$ cat src/period_timer_consts.vh
// Purpose: Shared constants of the eight-bit period timer.
// Assumes: Included by its bare name from the design file.
// Notes:   Definitions only, no logic.
`ifndef PERIOD_TIMER_CONSTS_VH
`define PERIOD_TIMER_CONSTS_VH

// Reset values
`define TMR_COUNT_RESET   8'h00
`define TMR_PERIOD_RESET  8'hFF
`define TMR_PRE_RESET     7'h00
`define TMR_POST_RESET    4'h0
`define TMR_CTRL_RESET    8'h00
`define TMR_MODE_RESET    5'h00

// Mode field layout
`define TMR_MODE_MAJ_HI   4
`define TMR_MODE_MAJ_LO   3
`define TMR_MODE_OPT_HI   2
`define TMR_MODE_OPT_LO   0

// Major modes
`define TMR_MAJ_FREE      2'h0
`define TMR_MAJ_ONESHOT   2'h1
`define TMR_MAJ_MONO      2'h2

// Option codes of the low three mode bits
`define TMR_OPT_SOFT      3'h0
`define TMR_OPT_1         3'h1
`define TMR_OPT_2         3'h2
`define TMR_OPT_3         3'h3
`define TMR_OPT_4         3'h4
`define TMR_OPT_5         3'h5
`define TMR_OPT_6         3'h6
`define TMR_OPT_7         3'h7

// Instruction clock is the system clock divided by four
`define TMR_QTR_LAST      2'h3

`endif

$ cat src/period_timer.v
// Purpose: Eight-bit period timer with prescaler, postscaler and external reset/gate.
// Assumes: MCLK is the system clock; timer clock and reset sources are asynchronous pins.
// Notes:   Register bits are plain ports; writes are one-cycle strobes with data.
// What this block does
// - Count advances on each rising edge of the prescaler output.
// - Count equal to period signals postscaler and clears count next tick.
// - Prescaler divides by one up to 128, chosen by software.
// - Postscaler counts period matches, ratio one up to sixteen.
// - Device reset clears count and sets period to all ones.
// - Count write, control write, reset or external reset clear pre/postscaler.
// - Control write leaves the count untouched.
// - Free-running match returns count to zero and bumps postscaler.
// - Postscaler equal to select gives one timer-clock pulse and clears.
// - One-shot match clears on bit; restart needs on bit cycled.
// - One-shot ignores nonzero postscaler select.
// - Monostable match keeps on bit; next external event restarts.
// - Gate modes halt counting while gate inactive.
// - Reset modes clear count on level or edge as chosen.
// - Per-timer select picks external reset input controlling start/stop/reset.
// - Postscaler match sets interrupt flag; enable gates it to core.
// - Flag set syncs to instruction clock, within two; software clears.
// - Sync bit aligns prescaler output to instruction clock.
// - Clock-sync bit syncs on bit to timer clock, losing up to one edge.
// - Clock-sync clear syncs on bit to instruction clock, no edge lost.
// - Count and period are readable and writable eight-bit registers.
// - Five-bit mode: upper two pick major mode, lower three the option.
`timescale 1ns/10ps
`default_nettype none
`include "period_timer_consts.vh"

module period_timer #(
	parameter RST_SOURCES = 4,
	parameter SEL_W       = 2
) (
	input  wire                   MCLK,
	input  wire                   RSTN,
	input  wire                   TIMER_INPUT_CLOCK,
	input  wire [RST_SOURCES-1:0] EXTERNAL_RESET_SIGNAL,
	input  wire [SEL_W-1:0]       RESET_SOURCE_SELECT,
	input  wire                   CTRL_WRITE,
	input  wire                   CTRL_ON,
	input  wire [2:0]             CTRL_PRESCALE_SELECT,
	input  wire [3:0]             CTRL_POST_DIVIDE_SELECT,
	input  wire [4:0]             CTRL_MODE,
	input  wire                   CTRL_PRESCALE_OUTPUT_SYNC,
	input  wire                   CTRL_ENABLE_CLOCK_DOMAIN_SYNC,
	input  wire                   COUNT_WRITE,
	input  wire [7:0]             COUNT_WDATA,
	input  wire                   PERIOD_WRITE,
	input  wire [7:0]             PERIOD_WDATA,
	input  wire                   MATCH_IRQ_ENABLE,
	input  wire                   IRQ_FLAG_CLEAR,
	output reg  [7:0]             TIMER_COUNT_VALUE,
	output reg  [7:0]             PERIOD_VALUE,
	output reg                    ON_STATUS,
	output reg                    POSTSCALED_PULSE,
	output reg                    PERIOD_MATCH,
	output reg                    IRQ_FLAG,
	output reg                    IRQ_REQUEST
);

	// Divide ratio minus one for a prescale select of 0..7
	function [6:0] pre_limit;
		input [2:0] sel;
		begin
			pre_limit = (7'h01 << sel) - 7'h01;
		end
	endfunction

	reg  [1:0]             rst_sync_r;
	wire                   rst_n;
	reg                    tin_s1_r, tin_s2_r, tin_d_r;
	reg  [RST_SOURCES-1:0] ers_s1_r, ers_s2_r;
	reg                    ers_d_r;
	reg  [1:0]             qtr_r;
	reg  [2:0]             pre_sel_r;
	reg  [3:0]             post_sel_r;
	reg  [4:0]             mode_r;
	reg                    prescale_output_sync_r, enable_clock_domain_sync_r;
	reg                    on_eff_r, started_r, pre_pend_r, irq_pend_r;
	reg  [6:0]             pre_cnt_r;
	reg  [3:0]             post_cnt_r;

	// Release reset through two flops; assertion stays asynchronous
	always @(posedge MCLK or negedge RSTN)
	begin
		if (!RSTN)
			rst_sync_r <= 2'h0;
		else
			rst_sync_r <= {rst_sync_r[0], 1'b1};
	end
	assign rst_n = rst_sync_r[1];

	// Pin synchronisers; first stage feeds only the second
	always @(posedge MCLK or negedge rst_n)
	begin
		if (!rst_n)
		begin
			tin_s1_r <= 1'b0;
			tin_s2_r <= 1'b0;
			tin_d_r  <= 1'b0;
			ers_s1_r <= {RST_SOURCES{1'b0}};
			ers_s2_r <= {RST_SOURCES{1'b0}};
			ers_d_r  <= 1'b0;
		end
		else
		begin
			tin_s1_r <= TIMER_INPUT_CLOCK;
			tin_s2_r <= tin_s1_r;
			tin_d_r  <= tin_s2_r;
			ers_s1_r <= EXTERNAL_RESET_SIGNAL;
			ers_s2_r <= ers_s1_r;
			ers_d_r  <= ers_s2_r[RESET_SOURCE_SELECT];
		end
	end

	wire       tin_edge = tin_s2_r & ~tin_d_r;
	wire       ers      = ers_s2_r[RESET_SOURCE_SELECT];
	wire       ers_rise = ers & ~ers_d_r;
	wire       ers_fall = ~ers & ers_d_r;
	wire       qtr_tick = (qtr_r == `TMR_QTR_LAST);
	wire [1:0] major    = mode_r[`TMR_MODE_MAJ_HI:`TMR_MODE_MAJ_LO];
	wire [2:0] opt      = mode_r[`TMR_MODE_OPT_HI:`TMR_MODE_OPT_LO];
	wire       is_free  = (major == `TMR_MAJ_FREE);
	wire       is_os    = (major == `TMR_MAJ_ONESHOT);
	wire       is_mono  = (major == `TMR_MAJ_MONO);

	// Gate level in free-running gate and level-reset options
	reg gate_ok;
	always @*
	begin
		gate_ok = 1'b1;
		if (is_free)
		begin
			case (opt)
				`TMR_OPT_1: gate_ok = ers;
				`TMR_OPT_2: gate_ok = ~ers;
				`TMR_OPT_6: gate_ok = ers;
				`TMR_OPT_7: gate_ok = ~ers;
				default:    gate_ok = 1'b1;
			endcase
		end
	end

	// External reset event, edge or level per option
	reg ext_rst;
	always @*
	begin
		case (opt)
			`TMR_OPT_3: ext_rst = is_free & (ers_rise | ers_fall);
			`TMR_OPT_4: ext_rst = ers_rise;
			`TMR_OPT_5: ext_rst = ers_fall;
			`TMR_OPT_6: ext_rst = ~ers;
			`TMR_OPT_7: ext_rst = ers;
			default:    ext_rst = 1'b0;
		endcase
		if (is_mono)
			ext_rst = 1'b0;
	end

	// Start edge in one-shot and monostable options
	reg start_ev;
	always @*
	begin
		case (opt)
			`TMR_OPT_1: start_ev = ers_rise;
			`TMR_OPT_4: start_ev = ers_rise;
			`TMR_OPT_6: start_ev = ers_rise;
			`TMR_OPT_2: start_ev = ers_fall;
			`TMR_OPT_5: start_ev = ers_fall;
			`TMR_OPT_7: start_ev = ers_fall;
			`TMR_OPT_3: start_ev = ers_rise | ers_fall;
			default:    start_ev = 1'b0;
		endcase
	end

	// With clock sync the on bit moves on a timer edge, which is then not counted
	wire on_change = (on_eff_r != ON_STATUS);
	wire consume   = enable_clock_domain_sync_r & tin_edge & on_change;
	wire soft_go   = (opt == `TMR_OPT_SOFT);
	wire run       = on_eff_r & gate_ok & (is_free | soft_go | started_r) & ~ext_rst;
	wire pre_out   = run & tin_edge & ~consume & (pre_cnt_r == pre_limit(pre_sel_r));
	wire tick      = prescale_output_sync_r ? (pre_pend_r & qtr_tick) : pre_out;
	wire match     = tick & (TIMER_COUNT_VALUE == PERIOD_VALUE);
	wire [3:0] post_lim = is_os ? `TMR_POST_RESET : post_sel_r;
	wire post_ev   = match & (post_cnt_r == post_lim);
	wire scal_clr  = COUNT_WRITE | CTRL_WRITE | ext_rst;

	// Instruction clock phase and control fields
	always @(posedge MCLK or negedge rst_n)
	begin
		if (!rst_n)
		begin
			qtr_r      <= 2'h0;
			pre_sel_r  <= 3'h0;
			post_sel_r <= `TMR_POST_RESET;
			mode_r     <= `TMR_MODE_RESET;
			prescale_output_sync_r    <= 1'b0;
			enable_clock_domain_sync_r    <= 1'b0;
			ON_STATUS  <= 1'b0;
		end
		else
		begin
			qtr_r <= qtr_r + 2'h1;
			if (CTRL_WRITE)
			begin
				pre_sel_r  <= CTRL_PRESCALE_SELECT;
				post_sel_r <= CTRL_POST_DIVIDE_SELECT;
				mode_r     <= CTRL_MODE;
				prescale_output_sync_r    <= CTRL_PRESCALE_OUTPUT_SYNC;
				enable_clock_domain_sync_r    <= CTRL_ENABLE_CLOCK_DOMAIN_SYNC;
				ON_STATUS  <= CTRL_ON;
			end
			else if (match & is_os)
				ON_STATUS <= 1'b0;
		end
	end

	// Effective on bit, synchronised to timer clock or instruction clock
	always @(posedge MCLK or negedge rst_n)
	begin
		if (!rst_n)
			on_eff_r <= 1'b0;
		else if (enable_clock_domain_sync_r ? tin_edge : qtr_tick)
			on_eff_r <= ON_STATUS;
	end

	// Edge-start arming; monostable rearms on the next external edge
	always @(posedge MCLK or negedge rst_n)
	begin
		if (!rst_n)
			started_r <= 1'b0;
		else if (!on_eff_r || match)
			started_r <= 1'b0;
		else if (!is_free && start_ev)
			started_r <= 1'b1;
	end

	// Prescaler counter and optional sync hold
	always @(posedge MCLK or negedge rst_n)
	begin
		if (!rst_n)
		begin
			pre_cnt_r  <= `TMR_PRE_RESET;
			pre_pend_r <= 1'b0;
		end
		else
		begin
			if (scal_clr)
				pre_cnt_r <= `TMR_PRE_RESET;
			else if (pre_out)
				pre_cnt_r <= `TMR_PRE_RESET;
			else if (run & tin_edge & ~consume)
				pre_cnt_r <= pre_cnt_r + 7'h01;
			// Held tick waits for the next instruction clock phase
			if (scal_clr)
				pre_pend_r <= 1'b0;
			else if (pre_out)
				pre_pend_r <= 1'b1;
			else if (qtr_tick)
				pre_pend_r <= 1'b0;
		end
	end

	// Count and period registers
	always @(posedge MCLK or negedge rst_n)
	begin
		if (!rst_n)
		begin
			TIMER_COUNT_VALUE <= `TMR_COUNT_RESET;
			PERIOD_VALUE      <= `TMR_PERIOD_RESET;
		end
		else
		begin
			if (COUNT_WRITE)
				TIMER_COUNT_VALUE <= COUNT_WDATA;
			else if (ext_rst)
				TIMER_COUNT_VALUE <= `TMR_COUNT_RESET;
			else if (match)
				TIMER_COUNT_VALUE <= `TMR_COUNT_RESET;
			else if (tick)
				TIMER_COUNT_VALUE <= TIMER_COUNT_VALUE + 8'h01;
			if (PERIOD_WRITE)
				PERIOD_VALUE <= PERIOD_WDATA;
		end
	end

	// Postscaler counts period matches
	always @(posedge MCLK or negedge rst_n)
	begin
		if (!rst_n)
			post_cnt_r <= `TMR_POST_RESET;
		else if (scal_clr || post_ev)
			post_cnt_r <= `TMR_POST_RESET;
		else if (match)
			post_cnt_r <= post_cnt_r + 4'h1;
	end

	// Output pulses last until the next timer input edge
	always @(posedge MCLK or negedge rst_n)
	begin
		if (!rst_n)
		begin
			POSTSCALED_PULSE <= 1'b0;
			PERIOD_MATCH     <= 1'b0;
		end
		else
		begin
			if (post_ev)
				POSTSCALED_PULSE <= 1'b1;
			else if (tin_edge)
				POSTSCALED_PULSE <= 1'b0;
			if (match)
				PERIOD_MATCH <= 1'b1;
			else if (tin_edge)
				PERIOD_MATCH <= 1'b0;
		end
	end

	// Flag sets on an instruction clock phase; a set beats a clear
	always @(posedge MCLK or negedge rst_n)
	begin
		if (!rst_n)
		begin
			irq_pend_r  <= 1'b0;
			IRQ_FLAG    <= 1'b0;
			IRQ_REQUEST <= 1'b0;
		end
		else
		begin
			if (post_ev)
				irq_pend_r <= 1'b1;
			else if (qtr_tick)
				irq_pend_r <= 1'b0;
			if (irq_pend_r & qtr_tick)
				IRQ_FLAG <= 1'b1;
			else if (IRQ_FLAG_CLEAR)
				IRQ_FLAG <= 1'b0;
			IRQ_REQUEST <= IRQ_FLAG & MATCH_IRQ_ENABLE;
		end
	end

endmodule // period_timer
`default_nettype wire

$ cat config.mk
export PLATFORM = sky130hd
export DESIGN_NAME = period_timer
export DESIGN_NICKNAME = d
export VERILOG_FILES = /design/src/period_timer.v
export VERILOG_INCLUDE_DIRS = /design/src
export SDC_FILE = /design/constraint.sdc
export NUM_CORES = 1
export LEC_CHECK = 0
export ABC_CLOCK_PERIOD_IN_PS = 2029
export BUFFER_PORTS_ARGS = -buffer_cell sky130_fd_sc_hd__clkbuf_2
export CELL_PAD_IN_SITES_DETAIL_PLACEMENT = 1
export CELL_PAD_IN_SITES_GLOBAL_PLACEMENT = 1
export CORE_ASPECT_RATIO = 0.7
export CORE_MARGIN = 3
export CORE_UTILIZATION = 39
export DETAILED_ROUTE_END_ITERATION = 8
export PLACE_DENSITY_LB_ADDON = 0.1
export SYNTH_ARGS = -nofsm -noshare
export SYNTH_HDL_FRONTEND = slang
export SYNTH_SLANG_ARGS = --single-unit
export TNS_END_PERCENT = 10
$ cat constraint.sdc
create_clock -name MCLK -period 2.03 [get_ports MCLK]
set_input_delay 0.5075 -clock MCLK [delete_from_list [all_inputs] [get_ports MCLK]]
set_output_delay 0.5075 -clock MCLK [all_outputs]
set_load 0.05 [all_outputs]
# Word-level counts from Yosys, hierarchy flattened
# Index checks and enable logic that the tools add are counted.
[totals]
regBits = 66
output_inout_bits = 21
[classes]
add_sub_neg = 5
n_lt_le_gt_ge = 1
eq_ne = 14
n_shift = 1
n_mux = 32
bitwise = 28
n_reduce_logical = 21
[ops]
columns = ["op", "n"]
rows = [
  ["8-bit 2-to-1 mux", 4],
  ["7-bit 2-to-1 mux", 3],
  ["1-bit bitwise AND", 18],
  ["1-bit 2-to-1 mux", 18],
  ["2-bit nonzero test", 7],
  ["3-bit == test (second input constant)", 4],
  ["4-bit 2-to-1 mux", 3],
  ["8-bit by 1-bit adder with 8-bit output (second input constant)", 1],
  ["8-bit == test", 1],
  ["7-bit by 1-bit adder with 7-bit output (second input constant)", 1],
  ["7-bit == test", 1],
  ["1-bit by 3-bit left shift with 7-bit output (first input constant)", 1],
  ["7-bit by 1-bit subtractor with 7-bit output (second input constant)", 1],
  ["3-bit by 2-bit == test with 1-bit output (second input constant)", 2],
  ["3-bit nonzero test", 2],
  ["3-bit OR reduction", 2],
  ["1-bit NOT", 5],
  ["1-bit OR", 5],
  ["1-bit one-hot mux with 5 select lines", 1],
  ["4-bit by 1-bit adder with 4-bit output (second input constant)", 1],
  ["2-bit == test (second input constant)", 2],
  ["4-bit == test", 1],
  ["4-bit nonzero test", 1],
  ["2-bit OR reduction", 2],
  ["other kinds (13)", 15],
]

# Depth between registers and ports, before layout
[depth]
word_depth = 18
depth_mapped = 11

# Worst setup path before layout
# Ideal clock, no wire load.
[synth_timing]
path_type = "input -> register"
startpoint = "input port RESET_SOURCE_SELECT[0]"
endpoint = "register TIMER_COUNT_VALUE[3]"
t_arrival_ns = 2.793
required_ns = 1.905
slack_ns = -0.888
cell_stages = 10
n_path_buf = 1
path_cell_list = "mux4_2 -> ha_1 -> mux2i_1 -> o21ai_0 -> a311o_1 -> nand2_1 -> a31oi_2 -> buf_2 -> nand2_2 -> mux2_2"
[synth_between]
elab_chain_cells = 18
elab_cells_between_ends = 24
classes_between = "mux: 10; bitwise: 13; reduce/logical: 1"
[synth_lines]
columns = ["item", "line_no", "text"]
rows = [
  ["start, declared", "period_timer.v:39", "input wire [SEL_W-1:0] RESET_SOURCE_SELECT,"],
  ["1-bit binary-select mux with 2-bit select *", "period_timer.v:118", "wire ers = ers_s2_r[RESET_SOURCE_SELECT];"],
  ["1-bit 2-to-1 mux (implied by the code) *", "period_timer.v:118", ""],
  ["1-bit NOT", "n/a", ""],
  ["1-bit bitwise AND", "period_timer.v:120", "wire ers_fall = ~ers & ers_d_r;"],
  ["1-bit OR", "period_timer.v:150", "`TMR_OPT_3: ext_rst = is_free & (ers_rise | ers_fall);"],
  ["1-bit bitwise AND", "period_timer.v:150", ""],
  ["1-bit one-hot mux with 5 select lines", "period_timer.v:149", "case (opt)"],
  ["1-bit 2-to-1 mux", "period_timer.v:157", "if (is_mono)"],
  ["1-bit NOT", "period_timer.v:181", "wire run = on_eff_r & gate_ok & (is_free | soft_go | started_r) & ~ext_rst;"],
  ["1-bit bitwise AND", "period_timer.v:181", ""],
  ["1-bit bitwise AND (3 in a row)", "period_timer.v:182", "wire pre_out = run & tin_edge & ~consume & (pre_cnt_r == pre_limit(pre_sel_r));"],
  ["1-bit 2-to-1 mux", "period_timer.v:183", "wire tick = prescale_output_sync_r ? (pre_pend_r & qtr_tick) : pre_out;"],
  ["1-bit bitwise AND", "period_timer.v:184", "wire match = tick & (TIMER_COUNT_VALUE == PERIOD_VALUE);"],
  ["8-bit 2-to-1 mux", "period_timer.v:279", "else if (match)"],
  ["8-bit 2-to-1 mux", "period_timer.v:277", "else if (ext_rst)"],
  ["8-bit 2-to-1 mux", "period_timer.v:275", "if (COUNT_WRITE)"],
  ["end signal, assigned", "period_timer.v:278", "TIMER_COUNT_VALUE <= `TMR_COUNT_RESET;"],
  ["end signal, assigned", "period_timer.v:280", "TIMER_COUNT_VALUE <= `TMR_COUNT_RESET;"],
  ["end signal, assigned", "period_timer.v:282", "TIMER_COUNT_VALUE <= TIMER_COUNT_VALUE + 8'h01;"],
  ["end, declared", "period_timer.v:53", "output reg [7:0] TIMER_COUNT_VALUE,"],
]
# Mark *: on every way between the ends. The rest lies on a longest branch, timed or not. The select of a mux whose other input is x is not followed.
# A chain may end at the register's enable or synchronous reset.

# Final worst setup path
[layout_timing]
startpoint = "register ers_s2_r[2]"
endpoint = "register TIMER_COUNT_VALUE[0]"
[layout_between]
elab_chain_cells = 18
elab_cells_between_ends = 24
classes_between = "mux: 10; bitwise: 13; reduce/logical: 1"
[layout_lines]
columns = ["item", "line_no", "text"]
rows = [
  ["start, declared", "period_timer.v:73", "reg [RST_SOURCES-1:0] ers_s1_r, ers_s2_r;"],
  ["start signal, assigned", "period_timer.v:103", "ers_s2_r <= {RST_SOURCES{1'b0}};"],
  ["start signal, assigned", "period_timer.v:112", "ers_s2_r <= ers_s1_r;"],
  ["1-bit binary-select mux with 2-bit select *", "period_timer.v:118", ""],
  ["1-bit 2-to-1 mux (implied by the code) *", "period_timer.v:118", ""],
  ["via ers", "period_timer.v:118", ""],
  ["1-bit NOT", "n/a", ""],
  ["1-bit bitwise AND", "period_timer.v:120", ""],
  ["1-bit OR", "period_timer.v:150", ""],
  ["1-bit bitwise AND", "period_timer.v:150", ""],
  ["1-bit one-hot mux with 5 select lines", "period_timer.v:149", ""],
  ["1-bit 2-to-1 mux", "period_timer.v:157", ""],
  ["1-bit NOT", "period_timer.v:181", ""],
  ["1-bit bitwise AND", "period_timer.v:181", ""],
  ["1-bit bitwise AND (3 in a row)", "period_timer.v:182", ""],
  ["1-bit 2-to-1 mux", "period_timer.v:183", ""],
  ["1-bit bitwise AND", "period_timer.v:184", ""],
  ["8-bit 2-to-1 mux", "period_timer.v:279", ""],
  ["8-bit 2-to-1 mux", "period_timer.v:277", ""],
  ["8-bit 2-to-1 mux", "period_timer.v:275", ""],
]
# The timed path passes the listed nets; every way through them passes the cells marked *. The select of a mux whose other input is x is not followed.

==> impl_metrics.py <==
metrics = {
    "outcome": {
        "status": "finished with violations",
        "failed_checks": "setup timing",
    },
    "critical_path": {
        "crit_path_end": "TIMER_COUNT_VALUE[0]$_DFFE_PN0P_",
        "rr_endpoint": "TIMER_COUNT_VALUE[0]$_DFFE_PN0P_",
        "r2r_start": "ers_s2_r[2]$_DFF_PN0_",
        "cp-end-kind": "flop",
        "critPathRequiredTime_ns": 2.25,
        "crit_type": "flop to flop",
        "crit_arrival_ns": 2.90,
        "crit_path_start": "ers_s2_r[2]$_DFF_PN0_",
        "r2r_setup_slack_ns": -0.66,
        "path_cells": "mux4_2, inv_1, ha_4, mux2i_4, o21ai_1, a311o_1, nand2_2, a31oi_4, mux2_2, a22o_1",
        "r2r_cells": 10,
        "path_max_fanout": 8,
        "startpoint_type": "flop",
        "max_stage_delay_ns": 0.54,
        "slowest_stage": "mux4_2",
    },
    "yosys": {
        "syn_avg_cell_area_um2": 10.6,
        "synth_common_cells": "dfrtp_1, nand2_1, mux2_2",
        "synth.most_common_cell": "dfrtp_1",
        "synth_nets": 366,
        "netlist_top_cells_area": "dfrtp_1, mux2_2, dfstp_2, a21oi_1, o21ai_0",
        "synth_edf_count": 0,
        "ys_ff_latch": 66,
        "yosys.area.top_type": "dfrtp_1",
        "syn_area_mm2": 0.00335,
        "yosys_warnings": 0,
        "synth_top_cell_area_share_pct": 43.3,
        "synthFlopType": "dfrtp_1",
        "seq_area_frac_synth_pct": 49.6,
        "ys_async_sr_fraction_pct": 100,
        "yosysUniqueCellTypes": 54,
        "synth_cells": 315,
    },
    "floorplan": {
        "start_util_pct": 41.4,
        "core-area_mm2": 0.00811,
        "die-area_mm2": 0.00976,
        "ios": 66,
        "fp.dieH_um": 83.6,
        "dieWidth_um": 117,
        "rows": 27,
    },
    "finish": {
        "drive_gt1_share_pct": 42.0,
        "fin_util_pct": 55.8,
        "synthToLayoutAreaGrowth_pct": 34.9,
        "diodes": 0,
        "final_nets": 475,
        "finalNonFillerCells": 530,
    },
    "sta": {
        "hold_viol_final": 0,
        "holdWs_ns": 0.279,
        "fmax_ghz": 0.372,
        "period_minus_slack_ns": 2.69,
        "finalMaxSlewViolations": 0,
        "finalWorstSetupSlack_ns": -0.657,
        "setup_violations": 25,
        "rsz0062_at_grt": "yes",
        "period_share_pct": 132,
        "skew_ns": 0.00830,
    },
    "clock_network": {
        "cts_tree": "built",
        "clock-sinks": 66,
        "clk_pin_slew_ns": 0.05,
        "clockBufferDepth": 2,
        "clk_latency_ns": 0.33,
        "root_buffer": "clkbuf_16",
        "htree_levels": 3,
        "numCtsBuffers": 9,
    },
    "route": {
        "drcViolationCount": 0,
        "avgRoutedWirePerCell_um": 17.3,
        "dr_total_vias": 2830,
        "vias_per_cell": 5.34,
        "final_antenna_net_count": 0,
        "initialDrtViolationCount": 129,
        "firstDrtPassIters": 4,
        "routed_wl_um": 9160,
    },
    "global_routing": {
        "grt_pass1_wl_um": 15400,
        "track_usage_pct": 20.0,
        "grt_antenna_before_repair": 0,
        "grt_pass1_vias": 3053,
        "grt_max_degree": 36,
        "overflow": 0,
    },
    "power_and_ir_drop": {
        "powerDensity_mw_per_mm2": 862,
        "max-vdd-ir-drop_uv": 498,
        "leakage_nw": 2.10,
    },
    "place": {
        "gp_congestion": 0.835,
        "dpl.hpwl_um": 6800,
        "dp.cells": 512,
        "io_buffers": 65,
    },
    "job": {
        "drv_cap": 0,
    },
    "worst_hold_path": {
        "min_path_type": "flop to async pin",
    },
}
[per-stage QoR]
stage	cell area, um2	setup TNS [ns]	power (W)	setup slack [ns]
3_3_place_gp	4150	-18.81	0.00239	-0.845
4_1_cts	4480	-13.47	0.00393	-0.641
5_1_grt	4520	-15.54	0.00409	-0.729
2_1_floorplan	3410	-15.16	0.00209	-0.706
6_report	4520	-13.55	0.00390	-0.657
3_5_place_dp	4150	-21.11	0.00242	-0.930
[per-layer routing]
metal  wire length [um]  GRT usage (%)  share of wire [%]
met1               4410           27.2                 48
met2               4200           31.1                 46
met4                 91           5.63               0.99
met3                450           5.51                4.9
met5                  0              0                  0
[cell usage in the layout (no fill, tap or decap), drive strengths merged, types with 2 or more instances in the layout]
cell     count
nor2b        2
o22ai        2
nand4        5
xnor2       13
nand3        4
dfstp        8
a21oi       24
a211oi       2
nor3         3
ha           6
a22oi        4
nor2        14
nand2b       6
buf         46
nand2       28
a31oi        2
inv         13
dfrtp       58
and3        10
and2         3
a22o         4
a2bb2oi      3
nand3b       5
mux2i        6
clkinv       3
a21boi       2
nand4bb      2
clkbuf      78
o211ai       5
o21ai       24
mux2        25
[registers in the layout, indices dropped and copies added (netlist names), 2 cells and up]
register,flops
pre_sel_r,3
pre_cnt_r,7
post_cnt_r,4
qtr_r,2
post_sel_r,4
ers_s1_r,4
rst_sync_r,2
PERIOD_VALUE,8
mode_r,5
ers_s2_r,4
TIMER_COUNT_VALUE,8
[worst min-delay path by stage]
| stage | end | depth (start not counted) | slack [ns] |
|---|---|---|---|
| floorplan | rst_sync_r[0]$_DFF_PN0_ | 0 | 0.21 |
| detailed placement | rst_sync_r[0]$_DFF_PN0_ | 1 | 0.30 |
| global placement | post_sel_r[0]$_DFFE_PN0P_ | 1 | 0.29 |
| CTS | ers_s1_r[2]$_DFF_PN0_ | 1 | 0.27 |
| finish | post_sel_r[0]$_DFFE_PN0P_ | 1 | 0.28 |
| global route | ers_s1_r[2]$_DFF_PN0_ | 1 | 0.27 |
[what timing repair did]
| item | CTS | global route |
|---|---|---|
| pin swaps | 3 | 2 |
| setup buffers | 1 | 0 |
| hold buffers | 1 | 0 |
| endpoints found under the hold margin | 2 | 0 |
| gates resized for setup | 9 | 10 |
| cloned | 0 | 0 |
| endpoints found under the setup margin | 25 | 25 |
[cells by family after synthesis]
kind of cell / count (synthesis) / share of synthesized area (%)
AO/OA/AOI/OAI: 82 / 16.7
XOR/XNOR: 14 / 3.66
adder cells (fa/ha/maj): 6 / 2.24
buffers and inverters: 27 / 3.21
flip-flops: 66 / 49.6
multiplexers: 32 / 10.9
other: 1 / 0.112
AND/OR/NAND/NOR: 87 / 13.7
[power by group]
group	switching (W)	total (W)	leakage (nW)	internal, W
clock	0.000551	0.00147	0.143	0.000918
sequential	0.000112	0.00154	0.814	0.00143
combinational	0.000504	0.000887	1.14	0.000383
total	0.00117	0.00390	2.10	0.00273
[final cells by class]
class | instances | area, um2
inverter | 13 | 48.8
tap | 101 | 126
multi-input combinational | 222 | 1690
clock buffer | 13 | 270
clock inverter | 3 | 13.8
sequential | 66 | 1660
timing repair buffer | 112 | 708
fill | 929 | 3590
[worst max-delay path, delay by kind of cell, from the launching register on]
kind | cells | cell delay (ns)
buffers and inverters | 1 | 0.12
DFF | 1 | 0.38
AOI/OAI and AO/OA | 4 | 0.84
and+or+nand+nor | 1 | 0.09
muxes | 3 | 0.99
adders and majority gates | 1 | 0.15
Note: power is estimated with default switching activity, not from simulation.
